`config.mk`:
```
export PLATFORM = sky130hd
export DESIGN_NAME = vsr_region_select
export DESIGN_NICKNAME = d
export VERILOG_FILES = /design/src/rtl/vsr_pkg.sv /design/src/rtl/vsr_region_select.sv
export VERILOG_INCLUDE_DIRS = /design/src /design/src/rtl
export SDC_FILE = /design/constraint.sdc
export NUM_CORES = 1
export LEC_CHECK = 0
export BUFFER_PORTS_ARGS = -buffer_cell sky130_fd_sc_hd__buf_2
export CAP_MARGIN = 0
export CORE_MARGIN = 5
export CORE_UTILIZATION = 50
export DETAILED_ROUTE_END_ITERATION = 7
export GPL_ROUTABILITY_DRIVEN = 1
export PLACE_DENSITY = 0.65
export SKIP_CTS_REPAIR_TIMING = 1
export SLEW_MARGIN = 20
export SYNTH_ARGS = -nofsm -noshare
export SYNTH_HDL_FRONTEND = slang
export SYNTH_SLANG_ARGS = --single-unit
```
`constraint.sdc`:
```
create_clock -name mclk_in -period 28 [get_ports mclk_in]
set_input_delay 1.4 -clock mclk_in [delete_from_list [all_inputs] [get_ports mclk_in]]
set_output_delay 1.4 -clock mclk_in [all_outputs]
set_load 0.005 [all_outputs]
```
`src/rtl/vsr_map.svh`:
```
// Constants for the slave region select and DRAM strobe block.
// Functional notes
// - Two modes selectable: memory-and-I/O with DRAM control, or I/O only.
// - Memory mode drives row and column strobes and refresh with set timing.
// - In memory mode, every address strobe fall pulls the row strobe low early.
// - Non-DRAM cycles end as row-only cycles, leaving DRAM untouched.
// - Separate row and column address buffer enables are driven in turn.
// - Local map splits into at most sixteen regions of any size.
// - Four region inputs in I/O-only mode, three in memory mode.
// - A 380-bit configuration image loads global and region settings.
// - Sixteen or eight region sets; the region input indexes the set.
// - Each set gives accepted transfer types and asserted chip selects.
// - After strobes, wait the decode delay, then sample region inputs.
// - Address modifier is compared with the selected set's allowed types.
// - On match drive chip selects and serve; otherwise ignore the cycle.
// - Swap buffer moves upper local data half onto lower and back.
`ifndef VSR_MAP_SVH
`define VSR_MAP_SVH
`define VSR_CFG_BITS     380
`define VSR_REGIONS      16
`define VSR_CS_W         6
`define VSR_GLOBAL_W     28
`define VSR_G_MODE_BIT   0
`define VSR_G_DDLY_LSB   1
`define VSR_G_RFSH_LSB   5
`define VSR_G_SWAP_BIT   21
`define VSR_SET_W        22
`define VSR_CAS_CYC      2
`define VSR_RFSH_RAS_CYC 3
`endif

```
`src/rtl/vsr_pkg.sv`:
```
// Types for the slave region select and DRAM strobe block.
package vsr_pkg;
  typedef enum logic [2:0] {
    VSR_IDLE, VSR_DELAY, VSR_DECIDE, VSR_SERVE, VSR_CAS, VSR_WAIT_END,
    VSR_RFSH
  } vsr_state_t;
endpackage

```
`src/rtl/vsr_region_select.sv`:
```
// Region select, address modifier filter and DRAM strobe logic.
`timescale 1ns/1ps
`include "vsr_map.svh"
module vsr_region_select (
  input  wire logic       mclk_in,
  input  wire logic       rst_in,
  input  wire logic       cfg_bit_in,
  input  wire logic       cfg_valid_in,
  output logic            cfg_done_out,
  input  wire logic       as_n_in,
  input  wire logic       ds_n_in,
  input  wire logic [5:0] am_in,
  input  wire logic [3:0] region_in,
  input  wire logic [1:0] dsize_in,
  input  wire logic       local_ack_in,
  output logic            ras_n_out,
  output logic            row_en_out,
  output logic            col_en_out,
  output logic [3:0]      byte_lane_enable_n_out,
  output logic [5:0]      cs_n_out,
  output logic            swap_en_n_out,
  output logic            accepted_out,
  output logic            dram_mode_out
);
  import vsr_pkg::*;
  localparam int CW = `VSR_CFG_BITS;
  localparam int SW = `VSR_SET_W;

  // Per set: 16 allowed-type bits, then 6 chip select enables.
  logic [CW-1:0]     cfg;
  logic [CW-1:0]     next_cfg;
  logic [8:0]        cfg_cnt;
  logic [8:0]        next_cfg_cnt;
  logic              next_cfg_done;
  logic              as_s1, as_s2, ds_s1, ds_s2;
  logic [3:0]        reg_s1, reg_s2;
  logic [5:0]        am_s1, am_s2;
  vsr_state_t        state, next_state;
  logic [15:0]       cnt, next_cnt;
  logic [15:0]       rfsh_cnt, next_rfsh_cnt;
  logic [3:0]        sel, next_sel;
  logic              next_ras_n, next_row, next_col, next_acc, next_swap_n;
  logic [3:0]        next_be_n;
  logic [5:0]        next_cs_n;
  logic              dram_mode;
  logic [3:0]        ddly;
  logic [15:0]       rfsh_per;
  logic [SW-1:0]     set_sel;
  logic              am_ok;
  logic              is_dram;

  assign dram_mode = cfg[`VSR_G_MODE_BIT];
  assign ddly      = cfg[`VSR_G_DDLY_LSB +: 4];
  assign rfsh_per  = cfg[`VSR_G_RFSH_LSB +: 16];
  // Memory mode ignores the top region input bit, so only eight sets apply.
  assign set_sel = cfg[`VSR_GLOBAL_W + 32'(sel) * SW +: SW];
  assign am_ok   = set_sel[am_s2[5:2]];
  // Chip select 0 marks the DRAM window in memory mode.
  assign is_dram = dram_mode && set_sel[16];

  always_comb begin
    next_cfg      = cfg;
    next_cfg_cnt  = cfg_cnt;
    next_cfg_done = cfg_done_out;
    if (!cfg_done_out && cfg_valid_in) begin
      next_cfg = {cfg_bit_in, cfg[CW-1:1]};
      next_cfg_cnt = cfg_cnt + 9'h001;
      if (cfg_cnt == 9'(CW - 1)) begin
        next_cfg_done = 1'b1;
      end
    end
  end

  always_ff @(posedge mclk_in or posedge rst_in) begin
    if (rst_in) begin
      cfg <= '0;
      cfg_cnt <= 9'h000;
      cfg_done_out <= 1'b0;
      as_s1 <= 1'b1; as_s2 <= 1'b1; ds_s1 <= 1'b1; ds_s2 <= 1'b1;
      reg_s1 <= 4'h0; reg_s2 <= 4'h0; am_s1 <= 6'h00; am_s2 <= 6'h00;
    end else begin
      cfg <= next_cfg;
      cfg_cnt <= next_cfg_cnt;
      cfg_done_out <= next_cfg_done;
      as_s1 <= as_n_in; as_s2 <= as_s1;
      ds_s1 <= ds_n_in; ds_s2 <= ds_s1;
      reg_s1 <= region_in; reg_s2 <= reg_s1;
      am_s1 <= am_in; am_s2 <= am_s1;
    end
  end

  always_comb begin
    next_state    = state;
    next_cnt      = cnt;
    next_sel      = sel;
    next_ras_n    = ras_n_out;
    next_row      = row_en_out;
    next_col      = col_en_out;
    next_be_n     = byte_lane_enable_n_out;
    next_cs_n     = cs_n_out;
    next_acc      = accepted_out;
    next_swap_n   = swap_en_n_out;
    next_rfsh_cnt = (rfsh_cnt != 16'h0000) ? rfsh_cnt - 16'h0001 : 16'h0000;
    case (state)
      VSR_IDLE: begin
        // A level test, so a strobe that fell during refresh is not lost.
        if (cfg_done_out && !as_s2) begin
          next_ras_n = !dram_mode;
          next_row   = dram_mode;
          next_cnt   = {12'h000, ddly};
          next_state = VSR_DELAY;
        end else if (cfg_done_out && dram_mode && rfsh_per != 16'h0000 &&
                     rfsh_cnt == 16'h0000) begin
          next_ras_n = 1'b0;
          next_cnt   = 16'(`VSR_RFSH_RAS_CYC);
          next_state = VSR_RFSH;
        end
      end
      VSR_DELAY: begin
        if (cnt == 16'h0000 && !ds_s2) begin
          next_sel   = dram_mode ? {1'b0, reg_s2[2:0]} : reg_s2;
          next_state = VSR_DECIDE;
        end else if (cnt != 16'h0000) begin
          next_cnt = cnt - 16'h0001;
        end
        if (as_s2) begin
          next_ras_n = 1'b1;
          next_row   = 1'b0;
          next_state = VSR_IDLE;
        end
      end
      VSR_DECIDE: begin
        if (am_ok) begin
          next_acc    = 1'b1;
          next_cs_n   = ~set_sel[SW-1:16];
          next_swap_n = !(cfg[`VSR_G_SWAP_BIT] && dsize_in == 2'b01);
          next_row    = 1'b0;
          next_col    = is_dram;
          next_state  = is_dram ? VSR_CAS : VSR_SERVE;
          next_cnt    = 16'(`VSR_CAS_CYC);
        end else begin
          next_ras_n = 1'b1;
          next_row   = 1'b0;
          next_state = VSR_WAIT_END;
        end
      end
      VSR_CAS: begin
        next_be_n = 4'h0;
        if (cnt != 16'h0000) begin
          next_cnt = cnt - 16'h0001;
        end else begin
          next_state = VSR_SERVE;
        end
      end
      VSR_SERVE: begin
        if (!is_dram) begin
          next_be_n = 4'h0;
        end
        if (local_ack_in || ds_s2) begin
          next_ras_n  = 1'b1;
          next_col    = 1'b0;
          next_be_n   = 4'hF;
          next_cs_n   = 6'h3F;
          next_swap_n = 1'b1;
          next_acc    = 1'b0;
          next_state  = VSR_WAIT_END;
        end
      end
      VSR_WAIT_END: begin
        if (as_s2) begin
          next_state = VSR_IDLE;
        end
      end
      VSR_RFSH: begin
        if (cnt != 16'h0000) begin
          next_cnt = cnt - 16'h0001;
        end else begin
          next_ras_n    = 1'b1;
          next_rfsh_cnt = rfsh_per;
          next_state    = VSR_IDLE;
        end
      end
      default: next_state = VSR_IDLE;
    endcase
  end

  always_ff @(posedge mclk_in or posedge rst_in) begin
    if (rst_in) begin
      state <= VSR_IDLE;
      cnt <= 16'h0000;
      rfsh_cnt <= 16'h0000;
      sel <= 4'h0;
      ras_n_out <= 1'b1;
      row_en_out <= 1'b0;
      col_en_out <= 1'b0;
      byte_lane_enable_n_out <= 4'hF;
      cs_n_out <= 6'h3F;
      accepted_out <= 1'b0;
      swap_en_n_out <= 1'b1;
      dram_mode_out <= 1'b0;
    end else begin
      state <= next_state;
      cnt <= next_cnt;
      rfsh_cnt <= next_rfsh_cnt;
      sel <= next_sel;
      ras_n_out <= next_ras_n;
      row_en_out <= next_row;
      col_en_out <= next_col;
      byte_lane_enable_n_out <= next_be_n;
      cs_n_out <= next_cs_n;
      accepted_out <= next_acc;
      swap_en_n_out <= next_swap_n;
      dram_mode_out <= dram_mode;
    end
  end

  property p_ras_early;
    @(posedge mclk_in) disable iff (rst_in)
      (state == VSR_IDLE && cfg_done_out && dram_mode && !as_s2)
      |=> !ras_n_out;
  endproperty
  a_ras_early: assert property (p_ras_early)
    else $error("no early row strobe");

  property p_reject;
    @(posedge mclk_in) disable iff (rst_in)
      (state == VSR_DECIDE && !am_ok) |=> (cs_n_out == 6'h3F && !accepted_out);
  endproperty
  a_reject: assert property (p_reject)
    else $error("rejected cycle served");

  property p_accept;
    @(posedge mclk_in) disable iff (rst_in)
      (state == VSR_DECIDE && am_ok) |=> accepted_out;
  endproperty
  a_accept: assert property (p_accept)
    else $error("match not served");

  property p_row_col;
    @(posedge mclk_in) disable iff (rst_in) !(row_en_out && col_en_out);
  endproperty
  a_row_col: assert property (p_row_col)
    else $error("row and col both on");

  property p_io_no_ras;
    @(posedge mclk_in) disable iff (rst_in) !dram_mode_out |-> ras_n_out;
  endproperty
  a_io_no_ras: assert property (p_io_no_ras)
    else $error("ras in I/O mode");

  property p_no_be_reject;
    @(posedge mclk_in) disable iff (rst_in)
      !accepted_out |-> byte_lane_enable_n_out == 4'hF;
  endproperty
  a_no_be_reject: assert property (p_no_be_reject)
    else $error("lanes on");

  property p_sel_mode;
    @(posedge mclk_in) disable iff (rst_in) dram_mode |-> !sel[3];
  endproperty
  a_sel_mode: assert property (p_sel_mode)
    else $error("set index too big");

  property p_rfsh_end;
    @(posedge mclk_in) disable iff (rst_in)
      (state == VSR_RFSH && cnt == 16'h0000) |=> ras_n_out;
  endproperty
  a_rfsh_end: assert property (p_rfsh_end)
    else $error("refresh stuck");

  c_accept: cover property (@(posedge mclk_in) state == VSR_DECIDE && am_ok);
  c_reject: cover property (@(posedge mclk_in) state == VSR_DECIDE && !am_ok);
  c_rfsh:   cover property (@(posedge mclk_in) state == VSR_RFSH);
endmodule

```
==> run_results.csv, run 1 <==
group,metric,value,unit
synth,synth.avg_cell_area,14.32,sq um
sta,setup_violations,0,
grt,grt_antenna_before_repair,0,
clock_tree,ctsLongestPathBuffers,3,
synth,ys_seq_area_frac,0.5532,
critical_path,crit_required,28460,ps
sta,finClkSkew,18.80,ps
worst_hold_path,worstHoldStart,"am_s1[2]",
clock_tree,htree_levels,2,
synth,synth_top_area_share,0.5369,
placed_design,gp_congestion,0.8404,
routing,detail_route.first_pass.iterations,5,
die,core,0.04167,sq mm
die,initial_core_util,0.5023,
sta,rsz0062_at_grt,"false",
critical_path,worstReg2RegStart,"sel[2]",
placed_design,io_buffers,33,
critical_path,critPathCaptureType,"register",
synth,synth-async-reset-ratio,1.000,
layout,nets,1491,
placed_design,hpwl,26440,microns
synth,synth_area_leaders,"dfrtp_1 (54%), mux2_2 (21%), mux4_2 (8.0%), mux2i_1 (2.1%), dfstp_2 (1.6%)",
synth,synth_common_cells,"dfrtp_1 (449), mux2_2 (387), mux4_2 (74)",
clock_tree,clock_sinks,462,
synth,netlist_instances,1461,
clock_tree,clk_latency,570,ps
routing,wirelength,41850,microns
synth,syn_nets,1485,
layout,seq_area,0.01158,sq mm
grt,overflow,0,
routing,dr_total_vias,11880,
critical_path,crit_type,"reg2reg",
synth,synth-seq-cells,462,
die,die_w,214.6,microns
layout,fillers,3409,
die,dieArea,0.04605,sq mm
sta,max_freq,0.2103,GHz
clock_tree,clk_root_buffer_cell,"clkbuf_16",
layout,fin_util,0.5539,
critical_path,critPathMaxFanout,47,
sta,maxSlewViolCount,0,
sta,period_share,0.1698,
status,outcome,"completed",
critical_path,cp-startpoint,"sel[2]",
clock_tree,numCtsBuffers,49,
synth,syn_area,0.02093,sq mm
grt,grt_max_degree,165,
sta,period_needed,4755,ps
layout,multi_input_area,0.008800,sq mm
power,leakage,0.01081,uW
synth,yosysMostFrequentCell,"dfrtp_1",
sta,maxSlewHeadroom,0.2470,
routing,drc,0,
synth,ys_types,70,
die,die_h,214.6,microns
die,rows,75,
synth,synth_top_area_cell,"dfrtp_1",
grt,grt_usage,0.1858,
grt,grt_first_pass_wirelength,70470,microns
routing,vias_per_cell,5.813,
power,powerDensity,62.27,mW/mm^2
synth,synth_edf_count,0,
run,drv_cap,0,
sta,worst_pin_slew,1127,ps
die,io_pins,36,
layout,antenna_cells,0,
clock_tree,path_clk_slew,60,ps
critical_path,setup.worst_path.start_class,"register",
synth,synth_warnings,0,
layout,area_growth_syn_to_layout,10.27,%
power,vdd.ir_drop.worst,0.04452,mV
clock_tree,cts_tree,"built",
worst_hold_path,min_path_type,"reg2reg",
grt,grt_pass1_vias,12510,
critical_path,cp.arrival,5210,ps
routing,routedWlPerCell,20.48,microns
sta,hold_viol,0,
layout,layout-drive-gt1-share,0.4122,
routing,antenna_left,0,
routing,drtIter0Drc,872,
synth,synthFlopType,"dfrtp_1",
sta,final.setup.tns,0,ps
==> logic make-up (layout without fill, tap and decap cells) <==
logic type | count (synthesis) | in the layout | share of synthesized area
multiplexers | 505 | 505 | 0.3089
flip-flops | 462 | 462 | 0.5532
AND/OR/NAND/NOR | 200 | 200 | 0.05022
AO/OA/AOI/OAI | 155 | 155 | 0.05022
buffers and inverters | 116 | 159 | 0.02696
XOR/XNOR | 18 | 18 | 0.007533
adder cells (fa/ha/maj) | 5 | 5 | 0.002989
==> where the power goes <==
part           switching, uW  leakage [uW]  internal [uW]
clock network            265      0.000801            393
logic                   35.2       0.00371           31.1
registers               20.0       0.00630            692
==> through the flow <==
step | instance area [sq um] | instances | setup slack, ps | power [uW] | hold WS, ps
3_5_place_dp | 21450 | 1955 | 23220 | 791.8 | 338.1
3_3_place_gp | 21450 | 1955 | 23270 | 789.3 | 335.8
6_report | 23080 | 2043 | 23250 | 1437 | 345.3
4_1_cts | 23080 | 2043 | 23210 | 1458 | 350.2
5_1_grt | 23080 | 2043 | 23060 | 1494 | 353.4
2_1_floorplan | 20930 | 1461 | 13740 | 772.2 | 331.2
==> routing by layer <==
| layer | vias up | GRT usage | part of all wire |
|---|---|---|---|
| met3 | 65 | 0.02880 | 0.037 |
| li1 | 5471 | - | - |
| met4 | 0 | 0.05583 | 0.026 |
| met1 | 6125 | 0.2739 | 0.48 |
| met5 | - | 0 | 0 |
| met2 | 215 | 0.2887 | 0.46 |
==> worst paths after layout <==
kind | endpoint | slack, ps | cells after the start
worst max-delay path | cnt[0] | 23250 | 10
worst min-delay path | am_s2[2] | 350 | 0
worst max register to register | cnt[0] | 23250 | 10
worst min register to register | am_s2[2] | 350 | 0
max in group asynchronous | cfg[157] | 24630 | 4
min in group asynchronous | cfg_cnt[4] | 1040 | 2
==> critical path, stage by stage (launching register included) <==
cell and delay [ps]:
dfrtp_4 670, buf_4 590, buf_4 740, mux4_2 420, a22oi_1 250, a21boi_0 150, o21ai_0 350, a31oi_2 280
o21ai_2 530, nand2_1 310, a32o_1 320
==> placed cells by master, fill, tap and decap left out, types with 9 or more instances in the layout <==
cell,Yosys,routed
a21oi_1,26,26
a31oi_1,11,11
mux4_2,74,74
nor2_1,42,42
nor4_1,9,9
o21ai_0,29,29
inv_1,20,19
nor2b_1,12,11
a22oi_1,29,29
xnor2_1,12,12
clkbuf_16,0,49
clkbuf_1,61,11
buf_4,12,15
dfstp_2,13,13
o21ai_1,9,9
nand3_1,27,27
buf_2,7,33
mux2i_1,44,44
nor3_1,18,17
mux2_2,387,387
nand2_1,46,46
o31ai_1,12,12
clkbuf_8,0,9
dfrtp_1,449,447
==> state kept, by name, indices dropped and copies added (netlist names), 3 cells and up <==
signal,cells
cnt,16
reg_s1,4
reg_s2,4
sel,4
cs_n_out,6
state,3
cfg,380
am_s2,4
am_s1,4
cfg_cnt,9
rfsh_cnt,16
==> cell type report <==
cell class / count / share of cell area
Inverter: 22 / 0.003903
Clock inverter: 19 / 0.01041
Sequential cell: 462 / 0.5020
Timing Repair Buffer: 49 / 0.01290
Clock buffer: 69 / 0.06029
Tap cell: 539 / 0.02922
Multi-Input combinational cell: 883 / 0.3813
(Power assumes the default switching activity.)
==> inputs of run 2 (changes only) <==
ABC_AREA = 1   (was default)
PLACE_DENSITY = 0.67   (was 0.65)
clock period = 4.17 ns   (was 28 ns; I/O delays follow)
==> run_results.csv, run 2 <==
group,metric,value,unit
synth,ys_types,40,
critical_path,cpLargestDelayFamily,"simple AND/OR/NAND/NOR gates",
synth,syn_area,0.02156,sq mm
critical_path,crit_required,4690,ps
routing,wirelength,50190,microns
synth,synth-async-reset-ratio,1.000,
layout,fillers,4014,
power,powerDensity,525.1,mW/mm^2
clock_tree,clk_root_buffer_cell,"clkbuf_16",
sta,maxSlewViolCount,0,
clock_tree,ctsLongestPathBuffers,3,
layout,reg.largest.list,"cfg x380, cnt x16, rfsh_cnt x16",
sta,period_share,0.7500,
sta,rsz0062_at_grt,"false",
synth,synth_top_area_cell,"dfrtp_1",
synth,synth_edf_count,0,
clock_tree,path_clk_slew,60,ps
die,initial_core_util,0.5028,
critical_path,crit_type,"reg2reg",
run,drv_cap,0,
grt,grt_max_degree,256,
critical_path,critPathMaxFanout,204,
layout,regMostFlops,"cfg",
synth,ys_seq_area_frac,0.5369,
synth,synth_top_area_share,0.5211,
sta,setup_violations,0,
sta,final.setup.tns,0,ps
critical_path,critPathSlowestCell,"buf_12",
sta,period_needed,3128,ps
grt,grt_usage,0.2127,
layout,final_common_cell,"nand2_1",
routing,dr_total_vias,17440,
synth,synth.avg_cell_area,7.698,sq um
synth,synth_warnings,0,
die,rows,76,
placed_design,io_buffers,33,
grt,overflow,0,
routing,drc,0,
sta,worst_pin_slew,1112,ps
critical_path,cp_num_buf_inv,1,
routing,detail_route.first_pass.iterations,8,
layout,nets,2774,
layout,multi_input_area,0.008755,sq mm
synth,netlist_instances,2801,
synth,synthFlopType,"dfrtp_1",
sta,hold_viol,0,
layout,seq_area,0.01158,sq mm
grt,grt_first_pass_wirelength,85040,microns
clock_tree,numCtsBuffers,49,
clock_tree,clk_latency,580,ps
grt,grt_pass1_vias,16870,
sta,maxSlewHeadroom,0.2586,
synth,synth_area_leaders,"dfrtp_1 (52%), nand2_1 (24%), nand3_1 (6.6%), o21ai_0 (3.7%), inv_1 (2.1%)",
sta,fin_ws,1042,ps
layout,layout-drive-gt1-share,0.05420,
placed_design,hpwl,27890,microns
layout,design_area,0.02370,sq mm
power,leakage,0.01212,uW
layout,layout_common_cells,"nand2_1 (1367), dfrtp_1 (447), nand3_1 (285)",
die,die_w,217.7,microns
synth,syn_nets,2825,
routing,routedWlPerCell,14.89,microns
synth,synth-seq-cells,462,
synth,yosysMostFrequentCell,"nand2_1",
clock_tree,cts_tree,"built",
placed_design,pre_cts_slack,1198,ps
placed_design,gp_congestion,0.8572,
layout,antenna_cells,0,
layout,largest_register_ffs,380,
critical_path,setup.worst_path.start_class,"register",
routing,drtIter0Drc,1627,
sta,max_freq,0.3197,GHz
routing,vias_per_cell,5.175,
worst_hold_path,min_path_type,"in2reg",
die,core,0.04289,sq mm
die,die_h,217.7,microns
critical_path,max_stage_delay,590,ps
status,outcome,"completed",
die,dieArea,0.04738,sq mm
clock_tree,clock_sinks,462,
clock_tree,htree_levels,2,
grt,grt_antenna_before_repair,0,
power,vdd.ir_drop.worst,0.5270,mV
placed_design,placed_area,0.02199,sq mm
critical_path,crit_path_cell_trace,"buf_12, nand2_1, nand3_1, nand3_1, nand3_1, nand3_1, nand2_1, nand2_1, nand3_1, nand3_2, nand2_1, nand2_2, nand2_2, nand2_1, nand2_1",
layout,area_growth_syn_to_layout,9.917,%
critical_path,critPathCaptureType,"register",
sta,finClkSkew,11.78,ps
synth,synth_common_cells,"nand2_1 (1368), dfrtp_1 (449), nand3_1 (285)",
die,io_pins,36,
critical_path,crit_top_cell,"nand2_1",
routing,antenna_left,0,
critical_path,cp.arrival,3640,ps
## run 2: where the power goes
part           switching [uW]  total [uW]  internal, uW
registers                 196        4950          4750
logic                    2160        3180          1010
clock network            1750        4320          2570
## run 2: layer usage
layer	global-route usage	vias up	wire (microns)
met5	0	-	0
met4	0.06952	0	1426
met2	0.3342	389	22780
met3	0.02763	94	2341
li1	-	8699	-
met1	0.3093	8262	23640
## run 2: area by class of cell
type                       count  area share
multi-input combinational   2049      0.3694
clock buffer                  78     0.06013
inverter                     122     0.01990
sequential                   462      0.4888
timing repair buffer          66     0.02471
tap                          585     0.03088
clock inverter                 9    0.006229
## run 2: path summary, 6_finish.rpt
check	start	to	slack [ps]	cells past startpoint
max	sel[0]	cs_n_out[1]	1040	15
min	local_ack_in	state[1]	60	6
max reg2reg	sel[0]	cs_n_out[1]	1040	15
min reg2reg	reg_s1[1]	reg_s2[1]	350	0
max in group asynchronous	rst_in	col_en_out	2970	4
min in group asynchronous	rst_in	cfg[24]	140	3
## run 2: logic make-up (layout without fill, tap and decap cells)
group,Yosys count,after routing,synth area share
and+or+nand+nor,1781,1781,0.3318
DFF,462,462,0.5369
buffers and inverters,290,275,0.05745
AOI/OAI and AO/OA,227,227,0.05594
xor gates and xnor gates,33,33,0.01340
adders and majority gates,5,5,0.002901
muxes,3,3,0.001567
## run 2: worst register-to-register path, delay by kind of cell (launching register included)
family	cells	cell delay, ps
flip-flops	1	440
AND/OR/NAND/NOR	14	2050
buffers and inverters	1	590
## run 2: through the flow
step                cells  hold slack [ps]  utilization  total power (uW)
global placement     3270            177.8       0.5127              8121
CTS                  3357           -443.4       0.5494             12540
finish               3371            58.85       0.5527             12450
floorplan            2801            213.0            -              7406
detailed placement   3270            177.3       0.5127              8169
global route         3371            70.31       0.5527             13150
